`config.mk`:
```
export PLATFORM = sky130hd
export DESIGN_NAME = gpc_top
export DESIGN_NICKNAME = d
export VERILOG_FILES = /design/src/hw/gpc_pkg.sv /design/src/hw/gpc_clk_div.sv /design/src/hw/gpc_pin_mux.sv /design/src/hw/gpc_top.sv
export SDC_FILE = /design/constraint.sdc
export NUM_CORES = 1
export LEC_CHECK = 0
export BUFFER_PORTS_ARGS = -buffer_cell sky130_fd_sc_hd__buf_2
export CAP_MARGIN = 20
export CORE_MARGIN = 2
export CORE_UTILIZATION = 45
export DETAILED_ROUTE_END_ITERATION = 8
export GPL_TIMING_DRIVEN = 0
export PLACE_DENSITY_LB_ADDON = 0.12
export SLEW_MARGIN = 20
export SYNTH_ARGS = -nofsm -noshare
export SYNTH_HDL_FRONTEND = slang
export SYNTH_SLANG_ARGS = --single-unit
export TNS_END_PERCENT = 100
```
`constraint.sdc`:
```
create_clock -name MCLK -period 5 [get_ports MCLK]
set_input_delay 0.25 -clock MCLK [delete_from_list [all_inputs] [get_ports MCLK]]
set_output_delay 0.25 -clock MCLK [all_outputs]
set_load 0.01 [all_outputs]
```
`src/hw/gpc_pkg.sv`:
```
// Purpose: Shared constants for the status pin control block.
// Assumes: MCLK is the crystal clock of the device.
// Notes:   Select codes, register offsets and reset values live here.
`default_nettype none

package gpc_pkg;

  // ----------------------------------------------------------------------
  // Clock and timing
  // ----------------------------------------------------------------------
  localparam int        MCLK_HZ       = 10_000_000;
  localparam int        DIV_RATIO     = 192;
  localparam int        DIV_HALF      = DIV_RATIO / 2;

  // ----------------------------------------------------------------------
  // Signal select codes
  // ----------------------------------------------------------------------
  localparam logic [5:0] SEL_FIFO_THR  = 6'h02;
  localparam logic [5:0] SEL_FIFO_FULL = 6'h03;
  localparam logic [5:0] SEL_UNDERFLOW = 6'h05;
  localparam logic [5:0] SEL_SYNC_SENT = 6'h06;
  localparam logic [5:0] SEL_LOCK      = 6'h0a;
  localparam logic [5:0] SEL_SER_CLK   = 6'h0b;
  localparam logic [5:0] SEL_SER_SYNC  = 6'h0c;
  localparam logic [5:0] SEL_SER_ASYNC = 6'h0d;
  localparam logic [5:0] SEL_PA_PD     = 6'h1b;
  localparam logic [5:0] SEL_CHIP_RDY  = 6'h29;
  localparam logic [5:0] SEL_HIZ       = 6'h2e;
  localparam logic [5:0] SEL_CLK_DIV   = 6'h3f;
  localparam logic [5:0] SLEEP_LIMIT   = 6'h20;

  // ----------------------------------------------------------------------
  // Transmit buffer figures
  // ----------------------------------------------------------------------
  localparam logic [6:0] FIFO_DEPTH    = 7'h40;
  localparam logic [6:0] THR_BASE      = 7'h3d;

  // ----------------------------------------------------------------------
  // Register map, byte addresses
  // ----------------------------------------------------------------------
  localparam logic [4:0] OFS_PIN_A_CFG = 5'h00;
  localparam logic [4:0] OFS_PIN_B_CFG = 5'h04;
  localparam logic [4:0] OFS_PIN_C_CFG = 5'h08;
  localparam logic [4:0] OFS_FIFO_THR  = 5'h0c;
  localparam logic [4:0] OFS_IRQ_STAT  = 5'h10;
  localparam logic [4:0] OFS_IRQ_MASK  = 5'h14;
  localparam logic [4:0] OFS_PIN_STATE = 5'h18;

  // Config field layout: select in [5:0], invert in bit 6.
  localparam int         CFG_INV_BIT   = 6;

  // Reset values.
  localparam logic [6:0] RST_PIN_A_CFG = {1'b0, SEL_CLK_DIV};
  localparam logic [6:0] RST_PIN_B_CFG = {1'b0, SEL_HIZ};
  localparam logic [6:0] RST_PIN_C_CFG = {1'b0, SEL_CHIP_RDY};
  localparam logic [3:0] RST_FIFO_THR  = 4'h0;
  localparam logic [2:0] RST_IRQ_MASK  = 3'h0;

  // Interrupt status bit positions.
  localparam int         EV_THR        = 0;
  localparam int         EV_UNDERFLOW  = 1;
  localparam int         EV_LOCK       = 2;

  typedef enum logic {BUS_IDLE, BUS_ANSWER} gpc_bus_type;

endpackage : gpc_pkg

`default_nettype wire

```
`src/hw/gpc_clk_div.sv`:
```
// Purpose: Square wave at the input clock divided by an even ratio.
// Assumes: HALF is at least 1.
// Notes:   Runs from reset so the host can be clocked at power-on.
`default_nettype none

module gpc_clk_div #(
  parameter int HALF = 96
) (
  input  wire logic clk,      // Crystal clock.
  input  wire logic rst,      // Asynchronous reset, high.
  output logic      clk_out   // Divided clock.
);

  logic [7:0] cnt;

  // ----------------------------------------------------------------------
  // Half period counter
  // ----------------------------------------------------------------------
  // divide by ratio
  always_ff @(posedge clk or posedge rst) begin
    if (rst) begin
      cnt     <= 8'h00;
      clk_out <= 1'b0;
    end else if (cnt == 8'(HALF - 1)) begin
      cnt     <= 8'h00;
      clk_out <= ~clk_out;
    end else begin
      cnt     <= cnt + 8'h01;
    end
  end
endmodule : gpc_clk_div

`default_nettype wire

```
`src/hw/gpc_pin_mux.sv`:
```
// Purpose: Picks one internal signal for a status pin, with polarity.
// Assumes: Reserved select codes read zero in the source vector.
// Notes:   Pure logic; the top registers the result.
`default_nettype none

module gpc_pin_mux
  import gpc_pkg::*;
#(
  parameter bit FORCE_FLIP = 1'b0,
  parameter bit HIZ_OK     = 1'b0
) (
  input  wire logic [5:0]  sel,    // Signal select.
  input  wire logic        inv,    // Polarity invert.
  input  wire logic        hold,   // Sleep levels in force.
  input  wire logic [63:0] src,    // Internal signals by code.
  output logic             level,  // Pin level.
  output logic             drive   // Pin driven when high.
);

  // ----------------------------------------------------------------------
  // Selection, invert, sleep forcing
  // ----------------------------------------------------------------------
  always_comb begin
    drive = 1'b1;
    // invert when awake
    level = src[sel] ^ inv;
    // forced below limit
    if (hold && (sel < SLEEP_LIMIT)) begin
      level = inv ^ FORCE_FLIP;
    end
    // high impedance code
    if (HIZ_OK && (sel == SEL_HIZ)) begin
      drive = 1'b0;
    end
  end

endmodule : gpc_pin_mux

`default_nettype wire

```
`src/hw/gpc_top.sv`:
```
// Purpose: Status pin control: three output pins, each showing a chosen
//          internal signal, set up over an Avalon-MM slave.
// Assumes: All inputs are synchronous to MCLK; MCLK is the crystal.
// Notes:   One wait state on every bus access.
//
// Behaviour
// Each of three pins shows the signal chosen by its own select field.
// Pin b shares the serial out pad; status only while deselected.
// After reset pin b is high impedance.
// After reset pin a carries the crystal clock divided by 192.
// The host may later replace pin a's clock by writing its select field.
// Sleep with code below 0x20 forces a, c to invert, b to its inverse.
// The sleep levels hold until chip ready low goes low.
// For select 0x20 or above a pin keeps its programmed signal in sleep.
// Pin b with select 0x2e is high impedance in every state; the code still drives serial data on it while selected.
// Code 0x02 is high while the buffer fill is at or above the threshold.
// Code 0x03 rises on a full buffer and falls once below threshold.
// Code 0x05 rises on buffer underflow and falls on a flush.
// Code 0x0a shows the synthesizer lock detector.
// Outside sleep an invert bit of one complements the pin's signal.
// Reserved codes drive a fixed inactive level.
//
// The register addresses and register access over Avalon-MM were left to the implementer.
`default_nettype none

module gpc_top
  import gpc_pkg::*;
(
  input  wire logic        MCLK,              // Crystal clock.
  input  wire logic        RST,               // Asynchronous reset, high.
  input  wire logic [4:0]  AVS_ADDRESS,       // Byte address.
  input  wire logic        AVS_READ,          // Read request.
  input  wire logic        AVS_WRITE,         // Write request.
  input  wire logic [31:0] AVS_WRITEDATA,     // Write data.
  input  wire logic [3:0]  AVS_BYTEENABLE,    // Byte lanes.
  output logic      [31:0] AVS_READDATA,      // Read data.
  output logic             AVS_WAITREQUEST,   // Slave stall.
  output logic             IRQ,               // Interrupt level.
  input  wire logic [6:0]  TX_LEVEL,          // Bytes in buffer.
  input  wire logic        TX_UNDERFLOW,      // Underflow pulse.
  input  wire logic        TX_FLUSH,          // Flush pulse.
  input  wire logic        SYNC_SENT,         // Sync sent to packet end.
  input  wire logic        PLL_LOCK,          // Lock detector.
  input  wire logic        SER_CLK,           // Serial clock.
  input  wire logic        SER_SYNC_DATA,     // Synchronous data.
  input  wire logic        SER_ASYNC_DATA,    // Asynchronous data.
  input  wire logic        PA_PD,             // Power amp down.
  input  wire logic        CHIP_READY_LOW,    // Chip ready, low.
  input  wire logic        SLEEP,             // Sleep state.
  input  wire logic        CHIP_SELECT_LOW,   // Serial select, low.
  input  wire logic        SPI_SO,            // Serial data out.
  output logic             STATUS_PIN_A,      // Pin a level.
  output logic             STATUS_PIN_B,      // Pin b level.
  output logic             STATUS_PIN_B_OE_N, // Pin b enable, low.
  output logic             STATUS_PIN_C       // Pin c level.
);

  import gpc_pkg::*;

  logic [6:0]   cfg_a, cfg_b, cfg_c;
  logic [3:0]   fifo_thr;
  logic [2:0]   irq_stat, irq_mask, next_stat, ev;
  gpc_bus_type  bus_state;
  logic         accept;
  logic         wr_en;
  logic [31:0]  rd_mux;
  logic [6:0]   thr_bytes;
  logic         next_thr;
  logic         thr_flag, full_flag, uf_flag;
  logic         lock_prev;
  logic         hold;
  logic         div_clk;
  logic [63:0]  src;
  logic         lvl_a, lvl_b, lvl_c;
  logic         drv_b;

  // ----------------------------------------------------------------------
  // Avalon-MM slave
  // ----------------------------------------------------------------------
  // Waitrequest idles high; a request is answered one edge later, which
  // costs a cycle but keeps every bus output straight from a flip-flop.
  always_ff @(posedge MCLK or posedge RST) begin
    if (RST) begin
      bus_state       <= BUS_IDLE;
      AVS_WAITREQUEST <= 1'b1;
      AVS_READDATA    <= 32'h0000_0000;
    end else begin
      case (bus_state)
        BUS_IDLE: begin
          if (AVS_READ || AVS_WRITE) begin
            bus_state       <= BUS_ANSWER;
            AVS_WAITREQUEST <= 1'b0;
            AVS_READDATA    <= AVS_READ ? rd_mux : 32'h0000_0000;
          end
        end
        BUS_ANSWER: begin
          bus_state       <= BUS_IDLE;
          AVS_WAITREQUEST <= 1'b1;
        end
        default: begin
          bus_state       <= BUS_IDLE;
          AVS_WAITREQUEST <= 1'b1;
        end
      endcase
    end
  end

  assign accept = (bus_state == BUS_ANSWER) && (AVS_READ || AVS_WRITE);
  assign wr_en  = accept && AVS_WRITE && AVS_BYTEENABLE[0];

  // Read decode; unmapped addresses read zero.
  always_comb begin
    rd_mux = 32'h0000_0000;
    case (AVS_ADDRESS)
      OFS_PIN_A_CFG: rd_mux = {25'h0, cfg_a};
      OFS_PIN_B_CFG: rd_mux = {25'h0, cfg_b};
      OFS_PIN_C_CFG: rd_mux = {25'h0, cfg_c};
      OFS_FIFO_THR:  rd_mux = {28'h0, fifo_thr};
      OFS_IRQ_STAT:  rd_mux = {29'h0, irq_stat};
      OFS_IRQ_MASK:  rd_mux = {29'h0, irq_mask};
      OFS_PIN_STATE: rd_mux = {27'h0, hold, STATUS_PIN_B_OE_N,
                               STATUS_PIN_C, STATUS_PIN_B, STATUS_PIN_A};
      default:       rd_mux = 32'h0000_0000;
    endcase
  end

  // ----------------------------------------------------------------------
  // Configuration registers
  // ----------------------------------------------------------------------
  // reset defaults
  always_ff @(posedge MCLK or posedge RST) begin
    if (RST) begin
      cfg_a    <= RST_PIN_A_CFG;
      cfg_b    <= RST_PIN_B_CFG;
      cfg_c    <= RST_PIN_C_CFG;
      fifo_thr <= RST_FIFO_THR;
      irq_mask <= RST_IRQ_MASK;
    end else if (wr_en) begin
      case (AVS_ADDRESS)
        OFS_PIN_A_CFG: cfg_a    <= AVS_WRITEDATA[6:0];
        OFS_PIN_B_CFG: cfg_b    <= AVS_WRITEDATA[6:0];
        OFS_PIN_C_CFG: cfg_c    <= AVS_WRITEDATA[6:0];
        OFS_FIFO_THR:  fifo_thr <= AVS_WRITEDATA[3:0];
        OFS_IRQ_MASK:  irq_mask <= AVS_WRITEDATA[2:0];
        default:       ;
      endcase
    end
  end

  // ----------------------------------------------------------------------
  // Transmit buffer flags
  // ----------------------------------------------------------------------
  // Each threshold step is four bytes below the previous one.
  assign thr_bytes = THR_BASE - {1'b0, fifo_thr, 2'b00};
  // threshold compare
  assign next_thr  = (TX_LEVEL >= thr_bytes);

  always_ff @(posedge MCLK or posedge RST) begin
    if (RST) begin
      thr_flag  <= 1'b0;
      full_flag <= 1'b0;
      uf_flag   <= 1'b0;
      lock_prev <= 1'b0;
    end else begin
      thr_flag  <= next_thr;
      lock_prev <= PLL_LOCK;
      // full until below threshold
      if (TX_LEVEL >= FIFO_DEPTH) begin
        full_flag <= 1'b1;
      end else if (!next_thr) begin
        full_flag <= 1'b0;
      end
      // underflow until flush
      if (TX_UNDERFLOW) begin
        uf_flag <= 1'b1;
      end else if (TX_FLUSH) begin
        uf_flag <= 1'b0;
      end
    end
  end

  // ----------------------------------------------------------------------
  // Interrupt status
  // ----------------------------------------------------------------------
  assign ev[EV_THR]       = next_thr && !thr_flag;
  assign ev[EV_UNDERFLOW] = TX_UNDERFLOW && !uf_flag;
  assign ev[EV_LOCK]      = PLL_LOCK && !lock_prev;

  // A new event wins over a write-one clear in the same cycle.
  always_comb begin
    next_stat = irq_stat;
    if (wr_en && (AVS_ADDRESS == OFS_IRQ_STAT)) begin
      next_stat = irq_stat & ~AVS_WRITEDATA[2:0];
    end
    next_stat = next_stat | ev;
  end

  always_ff @(posedge MCLK or posedge RST) begin
    if (RST) begin
      irq_stat <= 3'h0;
      IRQ      <= 1'b0;
    end else begin
      irq_stat <= next_stat;
      IRQ      <= |(irq_stat & irq_mask);
    end
  end

  // ----------------------------------------------------------------------
  // Sleep hold
  // ----------------------------------------------------------------------
  // hold until ready
  always_ff @(posedge MCLK or posedge RST) begin
    if (RST) begin
      hold <= 1'b0;
    end else if (SLEEP) begin
      hold <= 1'b1;
    end else if (!CHIP_READY_LOW) begin
      hold <= 1'b0;
    end
  end

  // ----------------------------------------------------------------------
  // Signal sources
  // ----------------------------------------------------------------------
  // default clock source
  gpc_clk_div #(.HALF(DIV_HALF)) u_div (
    .clk(MCLK), .rst(RST), .clk_out(div_clk));

  // reserved codes read zero
  always_comb begin
    src                = 64'h0;
    src[SEL_FIFO_THR]  = thr_flag;
    src[SEL_FIFO_FULL] = full_flag;
    src[SEL_UNDERFLOW] = uf_flag;
    src[SEL_SYNC_SENT] = SYNC_SENT;
    // lock detector
    src[SEL_LOCK]      = PLL_LOCK;
    src[SEL_SER_CLK]   = SER_CLK;
    src[SEL_SER_SYNC]  = SER_SYNC_DATA;
    src[SEL_SER_ASYNC] = SER_ASYNC_DATA;
    src[SEL_PA_PD]     = PA_PD;
    src[SEL_CHIP_RDY]  = CHIP_READY_LOW;
    src[SEL_CLK_DIV]   = div_clk;
  end

  // ----------------------------------------------------------------------
  // Pin selection
  // ----------------------------------------------------------------------
  // one select per pin
  gpc_pin_mux #(.FORCE_FLIP(1'b0), .HIZ_OK(1'b0)) u_mux_a (
    .sel(cfg_a[5:0]), .inv(cfg_a[CFG_INV_BIT]), .hold(hold), .src(src),
    .level(lvl_a), .drive());

  // pin b complement
  gpc_pin_mux #(.FORCE_FLIP(1'b1), .HIZ_OK(1'b1)) u_mux_b (
    .sel(cfg_b[5:0]), .inv(cfg_b[CFG_INV_BIT]), .hold(hold), .src(src),
    .level(lvl_b), .drive(drv_b));

  gpc_pin_mux #(.FORCE_FLIP(1'b0), .HIZ_OK(1'b0)) u_mux_c (
    .sel(cfg_c[5:0]), .inv(cfg_c[CFG_INV_BIT]), .hold(hold), .src(src),
    .level(lvl_c), .drive());

  // ----------------------------------------------------------------------
  // Pin registers
  // ----------------------------------------------------------------------
  // Pin b starts released so a shared serial bus is not disturbed.
  always_ff @(posedge MCLK or posedge RST) begin
    if (RST) begin
      STATUS_PIN_A      <= 1'b0;
      STATUS_PIN_B      <= 1'b0;
      STATUS_PIN_B_OE_N <= 1'b1;
      STATUS_PIN_C      <= 1'b0;
    end else begin
      STATUS_PIN_A <= lvl_a;
      STATUS_PIN_C <= lvl_c;
      // serial data while selected
      if (!CHIP_SELECT_LOW) begin
        STATUS_PIN_B      <= SPI_SO;
        STATUS_PIN_B_OE_N <= 1'b0;
      end else begin
        STATUS_PIN_B      <= lvl_b;
        STATUS_PIN_B_OE_N <= ~drv_b;
      end
    end
  end
endmodule : gpc_top

`default_nettype wire

```
==> impl_results.md, run 1 <==
- Top FF cell, synth: dfrtp_1
- Clock sink count: 59
- Clk slew on worst S/H paths: 0.06 ns
- Vias: 2597
- Final hold vios: 0
- Largest net degree at the start of global routing: 33
- Synth Instances: 321
- Initial Util: 46.6%
- Hpwl dp: 5.96 mm
- Crit path capture type: flop
- Reg2Reg Capture Point: STATUS_PIN_A
- Std-Cell Rows: 31
- Area Growth Syn to Fin: 19.2%
- Most common cell after layout, fill and taps aside: buf_2
- DRT Pass-1 Iters: 4
- Endpoints failing setup: 0
- Vias in the first global route: 2532
- Seq/Total Area, Yosys: 44.2%
- RSZ-0062 raised after global routing: no
- Final Max Tran Viols: 0
- CP Launch Type: flop
- FF+latch count, synth: 59
- CTS Buf Count: 9
- Worst path required time: 5.25 ns
- Max Root-Sink Buffers: 2
- FF/Latch Area: 1500 µm²
- Die Ht: 90.7 µm
- Root Driver: clkbuf_8
- Leakage power: 0.00193 µW
- Initial DRC count: 156
- Most used routing layer: met2
- Clock latency on the worst-skew pair: 0.33 ns
- Final wirelength: 7.76 mm
- Number of remaining DRC errors: 0
- DRT antenna net count: 0
- Hold Path End: uf_flag
- Max VDD drop: 0.181 mV
- Multi-input logic area: 1640 µm²
- Final period utilization: 41.6%
- DR WL/cell: 15.3 µm
- RR Startpoint: cfg_a[2]
- Worst hold path class: in2reg
- CTS H-tree lvls: 3
- Die area: 8220 µm²
- Commonest non-fill, non-tap cells in the layout: 51 x buf_2, 44 x dfrtp_1, 29 x mux2_2
- Grt met3 use: 5.18%
- CTS tree: built
- CP Class: reg2reg
- Top-level I/O count: 102
- # diodes: 0
- Grt met1 use: 27.7%
- Crit-path max FO: 9
- Global route total overflow: 0
- Post-CTS resize count: 0
- Post-synth EDFFs: 0
- Clock Skew: 0.00486 ns
- GP Congestion: 0.878
- Period minus WS final: 2.08 ns
- Hold path cells: 2
- Setup Slack @ Placement: 2.94 ns
- Hold path start: TX_FLUSH
- Least-Margin Pin Slew: 1.00 ns
- Cell area power density: 278 nW/µm²
- Relative slew slack: 32.2%
- Status: finished clean
- Fmax: 481 MHz
- Setup ws final: 2.92 ns
- Initial antenna violation count: 0
- Crit path DAT: 2.33 ns
- GRT Total Usage: 20.3%
- Worst reg2reg path depth: 6
- Layout cells sized above 1: 35.9%
- Netlist Area Pre-Place: 3380 µm²
- First-pass GRT wire length: 13.0 mm
- Warning count from the yosys run: 0
- Setup TNS Final: 0 ns
- FF-to-FF setup slack: 2.92 ns
- Die W: 90.7 µm
- Core area: 7250 µm²
- Post-layout nets: 473
- Port bufs: 46
- Post-synth cell types: 54
- Met2 track demand over resource: 32.6%
- Share of flip-flops with an asynchronous set or reset: 100%
- Post-Syn Area per Cell: 10.5 µm²
- DR vias/cell: 5.11
- Filler cell count: 664
- Max-cap viol count: 0
metrics by stage:
| step | hold WS [ns] | total power [µW] | cell area (µm²) | std cells | utilization [%] |
|---|---|---|---|---|---|
| global placement | 0.425 | 744 | 3820 | 490 | 52.7 |
| finish | 0.0814 | 1120 | 4030 | 508 | 55.6 |
| CTS | 0.0662 | 1140 | 4030 | 508 | 55.6 |
| detailed placement | 0.256 | 751 | 3850 | 491 | 53.0 |
| floorplan | 0.281 | 685 | 3470 | 345 | - |
| global route | 0.0782 | 1180 | 4030 | 508 | 55.6 |
synthesized netlist by cell type (2+ instances only):
library cell  instances  area [µm²]
nand3b_1              3        22.5
and4_1                2        17.5
mux2i_1               9        90.1
clkbuf_1             10        37.5
inv_1                13        48.8
a211oi_1              2        15.0
nor3_1                4        20.0
o41ai_1               2        17.5
o21a_1                2        15.0
buf_4                25         188
buf_6                 2        22.5
mux2_2               29         327
nor2b_1               5        31.3
a22o_1                8        70.1
a21o_1                4        30.0
nor4b_1               4        35.0
xnor2_1               2        17.5
dfstp_2              15         394
nand3_1              17        85.1
nand2b_1              5        31.3
buf_2                 5        25.0
o21ai_0              12        60.1
a21oi_1              13        65.1
dfrtp_1              44        1100
xor2_1                6        52.6
nor2_1               22        82.6
or2_2                 3        18.8
ha_1                  5        62.6
nand2_1              14        52.6
mux4_2                4        90.1
a2111oi_0             3        26.3
nand4_1               5        31.3
how the worst max path moves through the flow:
stage / start / to / slack, ns / depth (start not counted)
6_report: cfg_a[2] / STATUS_PIN_A / 2.92 / 6
3_3_place_gp: RST / u_div.cnt[7] / 2.55 / 2
5_1_grt: cfg_b[1] / STATUS_PIN_B / 2.73 / 6
3_5_place_dp: cfg_c[0] / STATUS_PIN_C / 2.94 / 6
4_1_cts: cfg_c[0] / STATUS_PIN_C / 2.93 / 6
2_1_floorplan: cfg_a[0] / STATUS_PIN_A / 3.13 / 6
cells by family (layout without fill, tap and decap cells):
family	Yosys count	in the layout	synth area share (%)
compound gates	61	61	13.0
xor+xnor	8	8	2.07
fa+ha+maj	5	5	1.85
buf+inv	56	120	9.92
flops	59	59	44.2
mux	42	42	15.0
other cells	1	25	0.111
simple gates	89	89	13.9
what timing repair did:
item | CTS | global route
setup buffers | 0 | 0
hold endpoints to repair | 15 | 0
hold buffers | 1 | 0
endpoints found under the setup margin | 0 | 0
sequential cells by signal, indices dropped and copies added (netlist names):
| name | flops |
|---|---|
| IRQ | 1 |
| lock_prev | 1 |
| hold | 1 |
| AVS_WAITREQUEST | 1 |
| irq_mask | 3 |
| STATUS_PIN_B_OE_N | 1 |
| cfg_c | 7 |
| full_flag | 1 |
| u_div.clk_out | 1 |
| STATUS_PIN_A | 1 |
| STATUS_PIN_B | 1 |
| STATUS_PIN_C | 1 |
| AVS_READDATA | 7 |
| uf_flag | 1 |
| thr_flag | 1 |
| fifo_thr | 4 |
| u_div.cnt | 8 |
| cfg_a | 7 |
| cfg_b | 7 |
| bus_state | 1 |
| irq_stat | 3 |
power breakdown:
part	internal [µW]	switching (µW)	leakage, µW
clock network	206	173	0.0000905
registers	517	30.1	0.000711
logic	93.9	103	0.00113
layout make-up:
cell class | instances | area share [%]
Buffer | 43 | 7.11
Clock buffer | 14 | 4.04
Clock inverter | 2 | 0.248
Inverter | 13 | 1.27
Multi-Input combinational cell | 230 | 40.7
Sequential cell | 59 | 37.1
Tap cell | 99 | 3.07
Timing Repair Buffer | 48 | 6.46
per-layer routing:
| layer | vias to the layer above | wire length (µm) |
|---|---|---|
| li1 | 1275 | - |
| met1 | 1235 | 3420 |
| met5 | - | 0 |
| met4 | 0 | 67 |
| met2 | 78 | 3830 |
| met3 | 9 | 440 |
worst max-delay path, cell delays in order (launching register included):
cell and delay [ns]:
dfstp_2 0.51, clkbuf_1 0.31, nor2_1 0.09, a2111oi_1 0.48, a41oi_1 0.20, a21oi_1 0.22, xor2_1 0.19
No activity file was read; power rests on OpenSTA's default activity.
==> inputs of run 2 (changes only) <==
==> constraint.sdc (replaced) <==
create_clock -name MCLK -period 2 [get_ports MCLK]
set_input_delay 0.1 -clock MCLK [delete_from_list [all_inputs] [get_ports MCLK]]
set_output_delay 0.1 -clock MCLK [all_outputs]
set_load 0.01 [all_outputs]
==> run 2 against run 1 <==
Compared with the run above: sequential power rose to 2.5 times the previous value; flip-flop and latch count unchanged; non-clock buffer count is 5 higher; worst hold slack got worse by 0.067 ns; die area unchanged; total power increased to 2.5 times the previous value; clock power rose to 2.5 times the previous value; utilization is 1.3 points higher; combinational power increased to 2.5 times the previous value; largest power group unchanged; highest routed layer unchanged.
==> impl_results.md, run 2 (synthesis gave the netlist of run 1 again) <==
- RR Startpoint: cfg_b[3] (was cfg_a[2])
- GP Congestion: 0.878 (unchanged)
- CTS Buf Count: 9 (unchanged)
- Final cell count without fillers: 513 (was 508)
- CP Launch Type: flop (unchanged)
- Largest net degree at the start of global routing: 33 (unchanged)
- Most used routing layer: met2 (unchanged)
- Std-Cell Rows: 31 (unchanged)
- Vias: 2652 (was 2597)
- Grt met1 use: 27.7% (about the same)
- Commonest non-fill, non-tap cells in the layout: 50 x buf_2, 44 x dfrtp_1, 29 x mux2_2 (was 51 x buf_2, 44 x dfrtp_1, 29 x mux2_2)
- Sw frac: 27.4% (was 27.3%)
- DRT Pass-1 Iters: 4 (unchanged)
- Top-level I/O count: 102 (unchanged)
- Clock network power share: 33.6% (was 33.7%)
- Reg2Reg Capture Point: STATUS_PIN_B (was STATUS_PIN_A)
- Relative slew slack: 54.7% (was 32.2%)
- Clock Skew: 0.00510 ns (was 0.00486 ns)
- Max-cap viol count: 0 (unchanged)
- Global route total overflow: 0 (unchanged)
- GRT Total Usage: 20.5% (was 20.3%)
- Port bufs: 46 (unchanged)
- Leakage power: 0.00196 µW (was 0.00193 µW)
- Die W: 90.7 µm (unchanged)
- Cell area power density: 685 nW/µm² (was 278 nW/µm²)
- Clk slew on worst S/H paths: 0.06 ns (about the same)
- Initial antenna violation count: 0 (unchanged)
- Post-layout nets: 478 (was 473)
- Initial DRC count: 150 (was 156)
- P_int: 2050 µW (was 816 µW)
- Clock sink count: 59 (unchanged)
- Most common cell after layout, fill and taps aside: buf_2 (unchanged)
- Max VDD drop: 0.454 mV (was 0.181 mV)
- Reg with most FFs: u_div.cnt (unchanged)
- CP Class: reg2reg (unchanged)
- # diodes: 0 (unchanged)
- First-pass GRT wire length: 13.1 mm (was 13.0 mm)
- Hpwl dp: 5.96 mm (unchanged)
- Core area: 7250 µm² (unchanged)
- Worst path required time: 2.27 ns (was 5.25 ns)
- Seq pwr share: 48.8% (was 48.7%)
- RSZ-0062 raised after global routing: yes (was no)
- Logic pwr share: 17.6% (about the same)
- Final hold vios: 0 (unchanged)
- Layout cells sized above 1: 36.7% (was 35.9%)
- Filler cell count: 653 (was 664)
- Initial Util: 46.6% (unchanged)
- Final period utilization: 98.5% (was 41.6%)
- Crit path capture type: flop (unchanged)
- Vias in the first global route: 2577 (was 2532)
- Die area: 8220 µm² (unchanged)
- Fmax: 508 MHz (was 481 MHz)
- Final wirelength: 7.88 mm (was 7.76 mm)
- Die Ht: 90.7 µm (unchanged)
- Hold path start: AVS_WRITEDATA[3] (was TX_FLUSH)
- DR vias/cell: 5.17 (was 5.11)
- Crit path DAT: 2.24 ns (was 2.33 ns)
- Root Driver: clkbuf_8 (unchanged)
- Worst hold path class: in2reg (unchanged)
- Max Root-Sink Buffers: 2 (unchanged)
- Number of remaining DRC errors: 0 (unchanged)
- Cell area after layout: 4130 µm² (was 4030 µm²)
- Clock latency on the worst-skew pair: 0.34 ns (was 0.33 ns)
- CTS tree: built (unchanged)
- Crit path to: STATUS_PIN_B (was STATUS_PIN_A)
- DR WL/cell: 15.4 µm (was 15.3 µm)
- Switching power: 775 µW (was 306 µW)
- Final Max Tran Viols: 0 (unchanged)
- CTS H-tree lvls: 3 (unchanged)
- Grt met3 use: 5.18% (unchanged)
- FF-to-FF setup slack: 0.03 ns (was 2.92 ns)
- Period minus WS final: 1.97 ns (was 2.08 ns)
- Crit-path max FO: 8 (was 9)
- Least-Margin Pin Slew: 0.674 ns (was 1.00 ns)
- Setup TNS Final: 0 ns (unchanged)
- Core Util, Final: 56.9% (was 55.6%)
- DRT antenna net count: 0 (unchanged)
- Met2 track demand over resource: 33.2% (was 32.6%)
- Worst reg2reg path depth: 5 (was 6)
- DP Area: 3850 µm² (unchanged)
- Worst setup path start: cfg_b[3] (was cfg_a[2])
- Area Growth Syn to Fin: 22.1% (was 19.2%)
- Max reg flops: 8 (unchanged)
- Placed insts: 491 (unchanged)
- Status: finished clean (unchanged)
- Endpoints failing setup: 0 (unchanged)
run 2: worst min path at each step:
| stage | endpoint | slack, ns | cells after the start |
|---|---|---|---|
| after global placement | uf_flag | 0.27 | 2 |
| after floorplan | lock_prev | 0.13 | 0 |
| after global routing | hold | 0.007 | 2 |
| final | cfg_c[3] | 0.01 | 3 |
| after CTS | hold | 0.005 | 2 |
| after detailed placement | cfg_c[2] | 0.11 | 2 |
run 2: through the flow:
stage / hold slack [ns] / setup slack (ns) / total power [µW]
2_1_floorplan: 0.131 / 0.135 / 1710
3_3_place_gp: 0.275 / -0.295 / 1860
3_5_place_dp: 0.106 / -0.0624 / 1880
4_1_cts: 0.00482 / 0.00165 / 2850
5_1_grt: 0.00668 / -0.0791 / 2980
6_report: 0.0146 / 0.0299 / 2830
run 2: per-layer routing:
metal  wire length (µm)  vias up
li1                   -     1285
met5                  0        -
met4                 93        0
met2               3830       83
met3                441       10
met1               3510     1274
run 2: what timing repair did:
item,CTS,global route
buffers inserted,0,2
hold buffers,7,0
hold endpoints to repair,20,0
gates resized for setup,1,7
setup endpoints to repair,3,14
pin swaps,0,1
run 2: critical path: stages, from the launching register on:
cell,delay (ns)
dfstp_2,0.53
buf_6,0.12
mux4_2,0.51
o31a_1,0.30
a2111oi_4,0.29
nand3b_1,0.16
run 2: area by class of cell:
cell class | instances | area (µm²) | share of cell area [%]
buffer | 40 | 275 | 6.67
sequential | 59 | 1500 | 36.2
clock buffer | 14 | 163 | 3.94
tap | 99 | 124 | 3.00
timing repair buffer | 56 | 335 | 8.13
inverter | 13 | 51.3 | 1.24
multi-input combinational | 230 | 1670 | 40.5
clock inverter | 2 | 10.0 | 0.243
run 2: power groups by stage:
stage,combinational [µW],clock [µW],sequential [µW]
after floorplan,344,0,1370
after global placement,478,0,1380
after detailed placement,492,0,1390
after CTS,490,980,1380
after global routing,556,1030,1390
final,497,950,1380
